**config.mk**
```make
export PLATFORM = sky130hd
export DESIGN_NAME = mxf_event_flags
export DESIGN_NICKNAME = d
export VERILOG_FILES = /design/src/mxf_event_flags.sv /design/src/mxf_status_group.sv
export SDC_FILE = /design/constraint.sdc
export NUM_CORES = 1
export LEC_CHECK = 0
export BUFFER_PORTS_ARGS = -buffer_cell sky130_fd_sc_hd__buf_2
export CAP_MARGIN = 30
export CORE_MARGIN = 5
export CORE_UTILIZATION = 35
export DETAILED_ROUTE_END_ITERATION = 6
export SYNTH_ARGS = -nofsm -noshare
export SYNTH_HDL_FRONTEND = slang
export SYNTH_SLANG_ARGS = --single-unit
export TNS_END_PERCENT = 50
```
**constraint.sdc**
```tcl
create_clock -name mclk -period 4.4 [get_ports mclk]
set_input_delay 0.22 -clock mclk [delete_from_list [all_inputs] [get_ports mclk]]
set_output_delay 0.22 -clock mclk [all_outputs]
set_load 0.01 [all_outputs]
```
**src/mxf_event_flags.sv**
```systemverilog
// constants and the event flag block of the mixed-signal port device.
// assumes converter, temperature and data-register logic share mclk;
// the comparator and input pins arrive asynchronously.
`default_nettype none

package mxf_pkg;
	// --------------------------------------------------------------
	// sizes
	// --------------------------------------------------------------
	localparam int unsigned PORT_COUNT = 20;
	localparam int unsigned REG_W      = 16;
	localparam int unsigned ADDR_W     = 8;
	localparam int unsigned AVG_W      = 3;
	localparam int unsigned AVG_CNT_W  = 7;
	localparam int unsigned TEMP_W     = 12;
	localparam int unsigned TEMP_CH    = 3;
	localparam int unsigned ST_LO_W    = 16;

	// register indices
	localparam logic [ADDR_W-1:0] REG_PART_ID    = 8'h00;
	localparam logic [ADDR_W-1:0] REG_EVENT_FLAGS = 8'h01;
	localparam logic [ADDR_W-1:0] REG_SAMPLE_LO  = 8'h02;
	localparam logic [ADDR_W-1:0] REG_SAMPLE_HI  = 8'h03;
	localparam logic [ADDR_W-1:0] REG_INPUT_LO   = 8'h04;
	localparam logic [ADDR_W-1:0] REG_INPUT_HI   = 8'h05;
	localparam logic [ADDR_W-1:0] REG_OVC_LO     = 8'h06;
	localparam logic [ADDR_W-1:0] REG_OVC_HI     = 8'h07;

	// event flag bit positions
	localparam int unsigned BIT_CONV_DONE     = 0;
	localparam int unsigned BIT_SAMPLE_READY  = 1;
	localparam int unsigned BIT_SAMPLE_MISSED = 2;
	localparam int unsigned BIT_INPUT_EVENT   = 3;
	localparam int unsigned BIT_INPUT_MISSED  = 4;
	localparam int unsigned BIT_OVERCURRENT   = 5;
	localparam int unsigned BIT_TEMP_BASE     = 6;
	localparam int unsigned BIT_SUPPLY_LOW    = 15;
	// offsets inside one temperature triple
	localparam int unsigned TEMP_NEW  = 0;
	localparam int unsigned TEMP_LOW  = 1;
	localparam int unsigned TEMP_HIGH = 2;

	// reset values and read-clear bits (0, 2, 6..15)
	localparam logic [REG_W-1:0] EVENT_FLAGS_RST = 16'h0000;
	localparam logic [REG_W-1:0] READ_CLEAR_MASK = 16'hffc5;
	// arbitrary identifier value, not tied to any real part
	localparam logic [REG_W-1:0] PART_ID_DEF     = 16'h5a3c;

	// input event selection per port
	localparam logic [1:0] GPI_OFF  = 2'h0;
	localparam logic [1:0] GPI_RISE = 2'h1;
	localparam logic [1:0] GPI_FALL = 2'h2;
	localparam logic [1:0] GPI_BOTH = 2'h3;

	typedef enum logic [1:0] {
		CONV_IDLE,
		CONV_SINGLE,
		CONV_SWEEP_ONCE,
		CONV_SWEEP_CONT
	} mxf_conv_mode_t;
endpackage : mxf_pkg

module mxf_event_flags #(
	parameter int unsigned              NUM_PORTS = mxf_pkg::PORT_COUNT,
	parameter logic [mxf_pkg::REG_W-1:0] PART_ID  = mxf_pkg::PART_ID_DEF
) (
	// clock and reset
	input  wire logic                                      mclk,
	input  wire logic                                      rst,
	// converter engine
	input  wire mxf_pkg::mxf_conv_mode_t                   conv_mode,
	input  wire logic                                      conv_done,
	input  wire logic                                      sweep_done,
	input  wire logic [NUM_PORTS-1:0]                      port_result,
	input  wire logic [NUM_PORTS*mxf_pkg::AVG_W-1:0]       avg_log2,
	input  wire logic [NUM_PORTS-1:0]                      data_read,
	output logic      [NUM_PORTS-1:0]                      data_load_r,
	// general-purpose inputs and driver monitors (asynchronous)
	input  wire logic [NUM_PORTS-1:0]                      gpi_pin,
	input  wire logic [NUM_PORTS*2-1:0]                    gpi_mode,
	input  wire logic [NUM_PORTS-1:0]                      ovc_det,
	input  wire logic                                      supply_low_det,
	// temperature channels: internal, remote one, remote two
	input  wire logic [mxf_pkg::TEMP_CH-1:0]               temp_valid,
	input  wire logic [mxf_pkg::TEMP_CH*mxf_pkg::TEMP_W-1:0] temp_data,
	input  wire logic [mxf_pkg::TEMP_CH*mxf_pkg::TEMP_W-1:0] temp_upper,
	input  wire logic [mxf_pkg::TEMP_CH*mxf_pkg::TEMP_W-1:0] temp_lower,
	// host register reads
	input  wire logic                                      rd_en,
	input  wire logic [mxf_pkg::ADDR_W-1:0]                rd_addr,
	output logic      [mxf_pkg::REG_W-1:0]                 rd_data_r,
	output logic                                           rd_valid_r
);
	import mxf_pkg::*;

	localparam int unsigned PIN_W = 2*NUM_PORTS + 1;

	// --------------------------------------------------------------
	// pin synchronisers
	// --------------------------------------------------------------
	logic [PIN_W-1:0] pin_s1_r;
	logic [PIN_W-1:0] pin_s2_r;
	logic [PIN_W-1:0] pin_d_r;
	logic [PIN_W-1:0] pin_rise;
	logic [PIN_W-1:0] pin_fall;

	// only pin_s2_r reads pin_s1_r; edges are taken after the second stage
	always_ff @(posedge mclk) begin
		if (rst) begin
			pin_s1_r <= '0;
			pin_s2_r <= '0;
			pin_d_r  <= '0;
		end else begin
			pin_s1_r <= {supply_low_det, ovc_det, gpi_pin};
			pin_s2_r <= pin_s1_r;
			pin_d_r  <= pin_s2_r;
		end
	end
	assign pin_rise = pin_s2_r & ~pin_d_r;
	assign pin_fall = ~pin_s2_r & pin_d_r;

	// --------------------------------------------------------------
	// converter completion and data loads
	// --------------------------------------------------------------
	logic                 commit;
	logic [NUM_PORTS-1:0] res_pend_r;
	logic [NUM_PORTS-1:0] sample_in;
	logic [NUM_PORTS-1:0] load_now;
	logic [NUM_PORTS-1:0] unread_r;
	logic                 missed_ev;
	logic [AVG_CNT_W-1:0] avg_cnt_r [NUM_PORTS];
	logic [AVG_CNT_W-1:0] avg_mask  [NUM_PORTS];

	// idle mode never commits, so no done flag and no load can occur there
	assign commit = ((conv_mode == CONV_SINGLE) & conv_done)
		| (((conv_mode == CONV_SWEEP_ONCE) | (conv_mode == CONV_SWEEP_CONT)) & sweep_done);

	// results wait for the end of their conversion or sweep before loading
	assign sample_in = commit ? (res_pend_r | port_result) : '0;
	always_ff @(posedge mclk) begin
		if (rst)
			res_pend_r <= '0;
		else
			res_pend_r <= commit ? '0 : (res_pend_r | port_result);
	end

	// per-port averaging: the data register loads on the 2^N-th sample
	for (genvar i = 0; i < NUM_PORTS; i++) begin : g_avg
		assign avg_mask[i] = AVG_CNT_W'((8'h01 << avg_log2[i*AVG_W +: AVG_W]) - 8'h01);
		assign load_now[i] = sample_in[i] & (avg_cnt_r[i] == avg_mask[i]);
		always_ff @(posedge mclk) begin
			if (rst)
				avg_cnt_r[i] <= '0;
			else if (load_now[i])
				avg_cnt_r[i] <= '0;
			else if (sample_in[i])
				avg_cnt_r[i] <= avg_cnt_r[i] + AVG_CNT_W'(1);
		end
		AST_AVG_SKIP: assert property (@(posedge mclk) disable iff (rst)
			(sample_in[i] && avg_cnt_r[i] != avg_mask[i]) |=> !data_load_r[i])
			else $error("averaging port loaded early");
	end

	// a load over a value the host has not read yet is a miss
	assign missed_ev = |(load_now & unread_r & ~data_read);
	always_ff @(posedge mclk) begin
		if (rst) begin
			unread_r    <= '0;
			data_load_r <= '0;
		end else begin
			unread_r    <= load_now | (unread_r & ~data_read);
			data_load_r <= load_now;
		end
	end

	// --------------------------------------------------------------
	// input events, overcurrent, temperature, supply
	// --------------------------------------------------------------
	logic [NUM_PORTS-1:0]   gpi_hit;
	logic [NUM_PORTS-1:0]   ovc_rise;
	logic [TEMP_CH*3-1:0]   temp_ev;
	logic                   supply_ev;

	for (genvar i = 0; i < NUM_PORTS; i++) begin : g_gpi
		assign gpi_hit[i] = (gpi_mode[2*i +: 2] == GPI_RISE) & pin_rise[i]
			| (gpi_mode[2*i +: 2] == GPI_FALL) & pin_fall[i]
			| (gpi_mode[2*i +: 2] == GPI_BOTH) & (pin_rise[i] | pin_fall[i]);
	end
	assign ovc_rise  = pin_rise[2*NUM_PORTS-1:NUM_PORTS];
	// entering the low-supply state raises the flag once per dip
	assign supply_ev = pin_rise[PIN_W-1];

	// signed compare of each reading against its own limits
	for (genvar c = 0; c < TEMP_CH; c++) begin : g_temp
		assign temp_ev[3*c+TEMP_NEW]  = temp_valid[c];
		assign temp_ev[3*c+TEMP_LOW]  = temp_valid[c]
			& ($signed(temp_data[c*TEMP_W +: TEMP_W]) < $signed(temp_lower[c*TEMP_W +: TEMP_W]));
		assign temp_ev[3*c+TEMP_HIGH] = temp_valid[c]
			& ($signed(temp_data[c*TEMP_W +: TEMP_W]) > $signed(temp_upper[c*TEMP_W +: TEMP_W]));
	end

	// --------------------------------------------------------------
	// register reads and status groups
	// --------------------------------------------------------------
	logic                 int_rd;
	logic [NUM_PORTS-1:0] sample_st;
	logic [NUM_PORTS-1:0] input_st;
	logic [NUM_PORTS-1:0] ovc_st;
	logic                 sample_flag;
	logic                 input_flag;
	logic                 ovc_flag;
	logic                 input_clr;
	logic                 input_missed_r;
	logic                 input_missed_ev;

	assign int_rd = rd_en & (rd_addr == REG_EVENT_FLAGS);

	mxf_status_group #(.WIDTH(NUM_PORTS)) u_sample_grp (
		.mclk     (mclk),
		.rst      (rst),
		.set_vec  (load_now),
		.int_rd   (int_rd),
		.lo_rd    (rd_en & (rd_addr == REG_SAMPLE_LO)),
		.hi_rd    (rd_en & (rd_addr == REG_SAMPLE_HI)),
		.status_r (sample_st),
		.flag_r   (sample_flag),
		.clr      ()
	);

	mxf_status_group #(.WIDTH(NUM_PORTS)) u_input_grp (
		.mclk     (mclk),
		.rst      (rst),
		.set_vec  (gpi_hit),
		.int_rd   (int_rd),
		.lo_rd    (rd_en & (rd_addr == REG_INPUT_LO)),
		.hi_rd    (rd_en & (rd_addr == REG_INPUT_HI)),
		.status_r (input_st),
		.flag_r   (input_flag),
		.clr      (input_clr)
	);

	mxf_status_group #(.WIDTH(NUM_PORTS)) u_ovc_grp (
		.mclk     (mclk),
		.rst      (rst),
		.set_vec  (ovc_rise),
		.int_rd   (int_rd),
		.lo_rd    (rd_en & (rd_addr == REG_OVC_LO)),
		.hi_rd    (rd_en & (rd_addr == REG_OVC_HI)),
		.status_r (ovc_st),
		.flag_r   (ovc_flag),
		.clr      ()
	);

	// a new event on a port whose status is still pending is an input miss, held until the group clears
	assign input_missed_ev = |(gpi_hit & input_st);
	always_ff @(posedge mclk) begin
		if (rst)
			input_missed_r <= 1'b0;
		else
			input_missed_r <= input_missed_ev | (input_missed_r & ~input_clr);
	end

	// --------------------------------------------------------------
	// read-clear flags
	// --------------------------------------------------------------
	logic [REG_W-1:0] rc_r;
	logic [REG_W-1:0] rc_set;
	logic [REG_W-1:0] rc_nxt;
	logic [REG_W-1:0] event_flags;

	assign rc_set = {supply_ev, temp_ev, 3'b000, missed_ev, 1'b0, commit};
	// the set term is or-ed last, so a same-cycle event survives the read
	assign rc_nxt = rc_set | (rc_r & ~(int_rd ? READ_CLEAR_MASK : 16'h0000));
	always_ff @(posedge mclk) begin
		if (rst)
			rc_r <= EVENT_FLAGS_RST;
		else
			rc_r <= rc_nxt;
	end

	assign event_flags = (rc_r & READ_CLEAR_MASK)
		| (REG_W'(sample_flag) << BIT_SAMPLE_READY)
		| (REG_W'(input_flag) << BIT_INPUT_EVENT)
		| (REG_W'(input_missed_r) << BIT_INPUT_MISSED)
		| (REG_W'(ovc_flag) << BIT_OVERCURRENT);

	// read mux: unmapped indices return zero
	logic [REG_W-1:0] rd_mux;
	assign rd_mux =
		(rd_addr == REG_PART_ID)     ? PART_ID :
		(rd_addr == REG_EVENT_FLAGS) ? event_flags :
		(rd_addr == REG_SAMPLE_LO)   ? REG_W'(sample_st) :
		(rd_addr == REG_SAMPLE_HI)   ? REG_W'(sample_st >> ST_LO_W) :
		(rd_addr == REG_INPUT_LO)    ? REG_W'(input_st) :
		(rd_addr == REG_INPUT_HI)    ? REG_W'(input_st >> ST_LO_W) :
		(rd_addr == REG_OVC_LO)      ? REG_W'(ovc_st) :
		(rd_addr == REG_OVC_HI)      ? REG_W'(ovc_st >> ST_LO_W) : 16'h0000;

	always_ff @(posedge mclk) begin
		if (rst) begin
			rd_data_r  <= 16'h0000;
			rd_valid_r <= 1'b0;
		end else begin
			rd_data_r  <= rd_en ? rd_mux : 16'h0000;
			rd_valid_r <= rd_en;
		end
	end

	// --------------------------------------------------------------
	// checks
	// --------------------------------------------------------------
	AST_DONE_SET: assert property (@(posedge mclk) disable iff (rst)
		commit |=> event_flags[BIT_CONV_DONE])
		else $error("conversion done flag not set");

	AST_DONE_IDLE: assert property (@(posedge mclk) disable iff (rst)
		(conv_mode == CONV_IDLE && !rc_r[BIT_CONV_DONE]) |=> !rc_r[BIT_CONV_DONE])
		else $error("conversion done flag rose in idle");

	AST_LOAD_FLAG: assert property (@(posedge mclk) disable iff (rst)
		(|load_now) |=> (sample_flag && data_load_r == $past(load_now)))
		else $error("data load did not raise sample ready");

	AST_MISSED: assert property (@(posedge mclk) disable iff (rst)
		missed_ev |=> event_flags[BIT_SAMPLE_MISSED])
		else $error("sample missed flag not set");

	AST_OVC: assert property (@(posedge mclk) disable iff (rst)
		(|ovc_rise) |=> event_flags[BIT_OVERCURRENT])
		else $error("overcurrent flag not set");

	AST_TEMP_NEW: assert property (@(posedge mclk) disable iff (rst)
		temp_valid[0] |=> event_flags[BIT_TEMP_BASE + TEMP_NEW])
		else $error("internal temperature new flag not set");

	AST_READ_CLEAR: assert property (@(posedge mclk) disable iff (rst)
		(int_rd && rc_set == 16'h0000) |=> (rc_r & READ_CLEAR_MASK) == 16'h0000)
		else $error("flag read did not clear read-clear bits");

	AST_ID_READ: assert property (@(posedge mclk) disable iff (rst)
		(rd_en && rd_addr == REG_PART_ID) |=> (rd_valid_r && rd_data_r == PART_ID))
		else $error("identifier read wrong");

	AST_SET_WINS: assert property (@(posedge mclk) disable iff (rst)
		(int_rd && supply_ev) |=> ##1 $past(event_flags[BIT_SUPPLY_LOW]))
		else $error("supply event lost to a same-cycle read");

endmodule : mxf_event_flags

`default_nettype wire

```
**src/mxf_status_group.sv**
```systemverilog
// per-port status group: a sticky status vector with its summary flag.
// assumes the host read strobes are single-cycle pulses on mclk, one register per cycle.
`default_nettype none

module mxf_status_group #(
	parameter int unsigned WIDTH = 20
) (
	// clock and reset
	input  wire logic             mclk,
	input  wire logic             rst,
	// per-port events
	input  wire logic [WIDTH-1:0] set_vec,
	// host read strobes
	input  wire logic             int_rd,
	input  wire logic             lo_rd,
	input  wire logic             hi_rd,
	// state seen by the host
	output logic      [WIDTH-1:0] status_r,
	output logic                  flag_r,
	output logic                  clr
);
	import mxf_pkg::*;

	logic             armed_r;
	logic             armed_nxt;
	logic             lo_seen_r;
	logic             lo_seen_nxt;
	logic             hi_seen_r;
	logic             hi_seen_nxt;
	logic [WIDTH-1:0] status_nxt;
	logic             flag_nxt;

	// --------------------------------------------------------------
	// clearing sequence
	// --------------------------------------------------------------
	// a flag read arms the group; both halves must then be read.
	// a fresh flag read restarts the sequence, so stale half reads never count.
	assign clr         = armed_r & (lo_seen_r | lo_rd) & (hi_seen_r | hi_rd);
	assign armed_nxt   = int_rd | (armed_r & ~clr);
	assign lo_seen_nxt = ~int_rd & ~clr & (lo_seen_r | (armed_r & lo_rd));
	assign hi_seen_nxt = ~int_rd & ~clr & (hi_seen_r | (armed_r & hi_rd));

	// new events win over a clear in the same cycle; no mask touches status
	assign status_nxt  = set_vec | (status_r & ~{WIDTH{clr}});
	assign flag_nxt    = (|set_vec) | (flag_r & ~clr);

	// state registers
	always_ff @(posedge mclk) begin
		if (rst) begin
			armed_r   <= 1'b0;
			lo_seen_r <= 1'b0;
			hi_seen_r <= 1'b0;
			status_r  <= '0;
			flag_r    <= 1'b0;
		end else begin
			armed_r   <= armed_nxt;
			lo_seen_r <= lo_seen_nxt;
			hi_seen_r <= hi_seen_nxt;
			status_r  <= status_nxt;
			flag_r    <= flag_nxt;
		end
	end

	// --------------------------------------------------------------
	// checks
	// --------------------------------------------------------------
	AST_GRP_CLEAR: assert property (@(posedge mclk) disable iff (rst)
		(clr && !(|set_vec)) |=> (!flag_r && status_r == '0))
		else $error("status group did not clear after both halves read");

	AST_GRP_HOLD: assert property (@(posedge mclk) disable iff (rst)
		(flag_r && !armed_r && !int_rd) |=> flag_r)
		else $error("flag dropped without a flag read first");

	AST_GRP_STATUS: assert property (@(posedge mclk) disable iff (rst)
		set_vec[0] |=> (status_r[0] && flag_r))
		else $error("port event not recorded in status");

endmodule : mxf_status_group

`default_nettype wire
```
==> impl_metrics.yaml, run 1 <==
setup_path:
  path_delay_family: "simple AND/OR/NAND/NOR gates"
  cp.required_ps: 4920
  worstSetupPathType: "reg -> reg"
  r2r-end: "rc_r[2]$_SDFF_PP0_"
  path_cells: "or3_1 -> a2111oi_0 -> o211ai_1 -> or4b_1 -> o22a_1 -> nand4_1 -> nor3_1 -> a41oi_2"
  rrSetupSlack_ps: 1680
  worstSetupStartpointType: "flop"
  path_max_fanout: 6
  arrival_ps: 3250
  slowest_stage: "or4b_1"
  reg2reg_from: "avg_cnt_r[2][14]$_SDFFCE_PN0P_"
  critical-path-max-stage-delay_ps: 660
  r2r_cells: 8
  cp_num_buf_inv: 0
  end_kind: "flop"
hold_path:
  whs_endpoint: "u_input_grp.status_r[4]$_SDFF_PP0_"
  hold_path_class: "in -> reg"
  hold_depth: 3
  hp-start: "gpi_mode[8]"
floorplanning:
  num_rows: 94
  start_util: 0.352
  die_width_um: 267
  die-area_mm2: 0.0711
  coreArea_mm2: 0.0655
  dieHeight_um: 267
  pin_count: 344
pwr:
  p_sw_mw: 2.56
  power_leakage_nw: 11.8
  swShare: 0.261
  seqPwrFrac: 0.453
  irDropWorstVdd_v: 0.000266
  p_int_mw: 7.25
  comb_power_share: 0.126
  p_clk_frac: 0.421
  pwr_density_cell_mw_per_mm2: 348
  design_power_total_mw: 9.81
run_status:
  status: "finished, final reports clean"
routing:
  wl_per_cell_um: 16.2
  drtIter0Drc: 1183
  drc_errors: 0
  routed_wl_um: 63200
  via_count: 19300
  final_antenna_net_count: 0
  post_drt_via_cell_ratio: 4.94
  drt_first_pass_iters: 5
yosys:
  synth-compound-area-share: 0.132
  synth_area_mm2: 0.0230
  synth.area.mux_share: 0.000923
  syn_area_per_cell_um2: 8.83
  syn_inst: 2611
  synth-simple-area-share: 0.230
  async_flop_share: 0
  ys_types: 75
  ys_seq_area_frac: 0.430
  ys.flop_type: "dfxtp_1"
  synth_seq_cells: 425
  synth_top_family_by_area: "simple AND/OR/NAND/NOR gates"
  synth_warnings: 0
  synth_xor_area_frac: 0.0760
  synth_edf_count: 140
  yosys.area_share.adder: 0.0809
  synthesis.nets: 3067
timing:
  setup_viol: 0
  hold_viol_final: 0
  finalWorstSetupSlack_ps: 1680
  fin_crit_sh: 0.619
  tns_ps: 0
  report.final.slew_viol_count: 0
  max_freq_ghz: 0.367
  period_needed_ps: 2720
  grt_setup_unrepaired: "false"
  relSlewSlack: 0.343
  tightest_slew_ps: 977
  clock_skew_ps: 20.6
placed_design:
  dp_slack_ps: 1150
  gp_congestion: 0.842
  numPortBuffers: 343
  hpwl_um: 48200
job:
  maxCapViolCount: 0
global_routing:
  grt_pass1_wl_um: 97800
  grt_use_total: 0.170
  grt_max_degree: 117
  overflow: 0
  antenna_found_initial: 16
  grt_pass1_vias: 18200
finish:
  fin_util: 0.430
  regArea_mm2: 0.00991
  area_growth_syn_to_layout_pct: 22.2
  fin_nets: 3458
  multiInputGateArea_mm2: 0.0120
  fillCellCount: 6494
  layout-drive-gt1-share: 0.155
clock_tree:
  clk_path_buf_depth: 3
  post_cts_resized: 0
  clk_pin_slew_ps: 60
  insertion_delay_ps: 600
  h-tree-depth: 2
  clock_sinks: 425
  tritoncts: "done"
  cts-root-buf: "clkbuf_16"
  cts_made_buffers: 51
-- layout by cell type, fill, tap and decap left out, types with 48 or more instances in the layout --
cell,n
nor2b_1,131
a21oi_1,173
dfxtp_1,285
xor2_1,81
nand3_1,82
ha_1,149
xnor2_1,119
nor2_1,389
edfxtp_1,140
nand2_1,148
buf_2,342
nand2b_1,66
inv_1,187
o21ai_0,48
clkbuf_16,55
dlygate4sd3_1,93
-- routing by layer --
| layer | global-route usage | up-vias | part of all wire |
|---|---|---|---|
| met5 | 0 | - | 0.00085 |
| met4 | 0.0516 | 10 | 0.029 |
| met3 | 0.0386 | 100 | 0.064 |
| met2 | 0.280 | 416 | 0.46 |
| met1 | 0.224 | 8952 | 0.45 |
| li1 | - | 9848 | - |
-- stage by stage --
step,hold slack (ps),cells,cell area [um2]
finish,40.3,3914,28200
detailed placement,422,3720,25600
CTS,4.06,3904,28100
global placement,418,3719,25500
floorplan,337,2611,23000
global route,37.3,3909,28100
-- state kept, by name (all words and copies together), names as in the netlist, 20 cells and up --
register / flops
avg_cnt_r: 140
pin_d_r: 41
pin_s1_r: 41
pin_s2_r: 41
data_load_r: 20
res_pend_r: 20
u_input_grp.status_r: 20
u_ovc_grp.status_r: 20
u_sample_grp.status_r: 20
unread_r: 20
-- kinds of logic after synthesis --
group	count (synthesis)
simple gates	1062
compound gates	473
flops	425
buf+inv	300
xor+xnor	200
fa+ha+maj	149
mux	2
-- power groups by stage --
stage	Sequential, mW	Combinational [mW]	Clock [mW]
2_1_floorplan	4.45	0.842	0
3_3_place_gp	4.53	1.16	0
3_5_place_dp	4.53	1.18	0
4_1_cts	4.45	1.25	4.27
5_1_grt	4.47	1.41	4.43
6_report	4.44	1.24	4.13
-- area by class of cell --
class	count	area share
diodes	10	0.000889
repair buffers	451	0.0991
well taps	864	0.0384
clock inverters	18	0.00484
flip-flops and latches	425	0.352
multi-input cells	1886	0.426
inverters	187	0.0249
clock buffers	73	0.0538
-- how the worst max path moves through the flow --
stage,startpoint,end,slack [ps],cells after the start
after floorplan,avg_log2[32],rc_r[2]$_SDFF_PP0_,1430,11
after global placement,avg_log2[32],rc_r[2]$_SDFF_PP0_,1190,11
after detailed placement,avg_log2[32],rc_r[2]$_SDFF_PP0_,1150,11
after CTS,avg_cnt_r[2][14]$_SDFFCE_PN0P_,rc_r[2]$_SDFF_PP0_,1640,8
after global routing,avg_cnt_r[2][14]$_SDFFCE_PN0P_,rc_r[2]$_SDFF_PP0_,1410,8
final,avg_cnt_r[2][14]$_SDFFCE_PN0P_,rc_r[2]$_SDFF_PP0_,1680,8
-- Yosys cell counts, drive strengths merged, types with 6 or more instances --
cell type  instances  share of area
a2111oi            8         0.0031
a211o             11         0.0042
a211oi             9         0.0029
a21o              34          0.011
a21oi            174          0.038
a221oi             6         0.0023
a222oi             9         0.0039
a22oi             19         0.0062
a31oi             28         0.0076
and3              39          0.011
buf                8         0.0018
clkbuf           105          0.017
dfxtp            285           0.25
edfxtp           140           0.18
ha               149          0.081
inv              187          0.030
nand2            148          0.024
nand2b            66          0.018
nand3             82          0.018
nand3b            15         0.0049
nand4             38          0.010
nor2             389          0.063
nor2b            131          0.036
nor3              39         0.0087
nor3b             13         0.0042
nor4              14         0.0038
o211a              7         0.0030
o211ai             9         0.0029
o21a              12         0.0039
o21ai             55          0.012
o21bai            10         0.0033
o22ai             29         0.0079
o311ai            15         0.0057
or2               12         0.0033
or3               32         0.0087
or3b              15         0.0057
or4                9         0.0031
xnor2            119          0.045
xor2              81          0.031
-- tightest hold or removal path: cells and delay by family --
family	cells	cell delay (ps)
buffers and inverters	1	90
AOI/OAI and AO/OA	2	280
-- repair_timing --
action / in CTS / in global routing
setup endpoints to repair: 0 / 0
hold buffers: 93 / 0
hold endpoints to repair: 96 / 0
buffers inserted: 0 / 0
Power figures use the tool's default switching activity.
==> run 2: changes to the inputs <==
clock period = 2.8 ns   (was 4.4 ns; I/O delays follow)
==> run 2 against run 1 <==
Worst hold slack lost 3.0 ps. Clock skew shrank 9.5 ps. Power grew 58%. Cell area rose by 2.7%. Core utilization is 1.1 points higher. Routed wire length increased by 2.2%. Global-route usage is 0.43 points higher. Sequential cell count did not move. Count of clock-buffer cells in the layout decreased by 5. Final cell count rose by 2.2%. Sequential power rose by 57%. Combinational power up 66%. Critical endpoint is now unread_r[10]$_SDFF_PP0_. Largest cell class unchanged. Largest power group unchanged. Highest routed layer unchanged.
==> impl_metrics.yaml, run 2 (synthesized netlist as in run 1, its figures left out) <==
routing:
  routed_wl_um: 64600
  drt_first_pass_iters: 7
  via_count: 19700
  wl_per_cell_um: 16.2
  drc_errors: 0
  drtIter0Drc: 1188
  final_antenna_net_count: 0
  post_drt_via_cell_ratio: 4.93
hold_path:
  hold_path_class: "in -> reg"
  hold_depth: 5
floorplanning:
  pin_count: 344
  coreArea_mm2: 0.0655
  die-area_mm2: 0.0711
  dieHeight_um: 267
  die_width_um: 267
  start_util: 0.352
  num_rows: 94
timing:
  report.final.slew_viol_count: 0
  tns_ps: 0
  max_freq_ghz: 0.369
  relSlewSlack: 0.492
  setup_viol: 0
  hold_viol_final: 0
  period_needed_ps: 2710
  fin_crit_sh: 0.969
  tightest_slew_ps: 761
  finalWorstSetupSlack_ps: 86.4
  clock_skew_ps: 11.1
  grt_setup_unrepaired: "false"
clock_tree:
  h-tree-depth: 2
  cts_made_buffers: 50
  tritoncts: "done"
  clk_pin_slew_ps: 60
  insertion_delay_ps: 590
  cts-root-buf: "clkbuf_16"
  clk_path_buf_depth: 3
  clock_sinks: 425
finish:
  area_growth_syn_to_layout_pct: 25.4
  fin_nets: 3544
  final_cells: 4000
  fin_util: 0.441
  largest_reg_flops: 140
  layout_commonest_cell: "nor2_1"
  final_cell_mix: "389 x nor2_1, 342 x buf_2, 285 x dfxtp_1, 187 x inv_1, 172 x a21oi_1"
  regMostFlops: "avg_cnt_r"
  layout-drive-gt1-share: 0.171
setup_path:
  end_kind: "flop"
  arrival_ps: 3240
  slowest_stage: "dlygate4sd3_1"
  cp.required_ps: 3330
  worstSetupPathType: "reg -> reg"
  critical-path-max-stage-delay_ps: 570
  worstSetupStartpointType: "flop"
  path_cells: "or3_1 -> a2111oi_2 -> o211ai_1 -> or4b_4 -> buf_4 -> a21oi_1 -> dlygate4sd3_1"
  r2r_cells: 7
  path_max_fanout: 3
global_routing:
  overflow: 0
  grt_use_total: 0.174
  antenna_found_initial: 14
  met2_usage: 0.294
  grt_pass1_vias: 18900
  use_met3: 0.0398
  grt.busiest_layer: "met2"
  grt_max_degree: 102
  grt_pass1_wl_um: 101000
  globalRouteMet1Util: 0.228
pwr:
  pwr_density_cell_mw_per_mm2: 535
  design_power_total_mw: 15.5
  power_leakage_nw: 12.2
  irDropWorstVdd_v: 0.000425
placed_design:
  gp_congestion: 0.868
  hpwl_um: 49300
  numPortBuffers: 343
  dp_slack_ps: -106
  dp.cells: 3776
run_status:
  status: "finished, final reports clean"
job:
  maxCapViolCount: 0
run 2: cell type report:
class | count | area, um2
clock buffers | 68 | 1400
clock inverters | 23 | 228
flip-flops and latches | 425 | 9910
multi-input cells | 1886 | 12000
well taps | 864 | 1080
inverters | 187 | 702
diodes | 9 | 22.5
fillers | 6437 | 36600
repair buffers | 538 | 3530
run 2: critical path, delay by kind of cell (launching register included):
kind | cells | cell delay, ps
and+or+nand+nor | 2 | 950
buffers and inverters | 2 | 740
AOI/OAI and AO/OA | 3 | 580
DFF | 1 | 390
run 2: where the power goes:
group | internal (mW) | leakage, nW | switching (mW)
clock network | 3.72 | 0.794 | 2.70
registers | 6.69 | 3.82 | 0.290
logic | 0.998 | 7.57 | 1.06
run 2: per-layer routing:
layer  up-vias  share of wire  wire [um]
met5         -         0.0011         69
met4        12          0.021       1370
met3        96          0.072       4680
met2       467           0.46      30000
met1      9140           0.44      28500
li1      10000              -          -
run 2: worst paths after layout:
kind / to / start / slack, ps
hold / removal: u_input_grp.status_r[7]$_SDFF_PP0_ / gpi_mode[15] / 40
hold reg to reg: pin_s2_r[10]$_SDFF_PP0_ / pin_s1_r[10]$_SDFF_PP0_ / 430
setup reg to reg: unread_r[10]$_SDFF_PP0_ / avg_cnt_r[2][14]$_SDFFCE_PN0P_ / 90
setup / recovery: unread_r[10]$_SDFF_PP0_ / avg_cnt_r[2][14]$_SDFFCE_PN0P_ / 90
run 2: metrics by stage:
| stage | hold slack [ps] | instance area, um2 |
|---|---|---|
| 5_1_grt | 36.7 | 28900 |
| 3_3_place_gp | 351 | 26000 |
| 4_1_cts | 0.632 | 28800 |
| 6_report | 37.3 | 28900 |
| 3_5_place_dp | 354 | 26000 |
| 2_1_floorplan | 257 | 23100 |
run 2: timing repair:
| item | 4_1_cts | 5_1_grt |
|---|---|---|
| hold endpoints to repair | 125 | 0 |
| setup buffers | 0 | 5 |
| gates resized for setup | 0 | 8 |
| endpoints found under the setup margin | 0 | 3 |
| hold buffers | 119 | 0 |
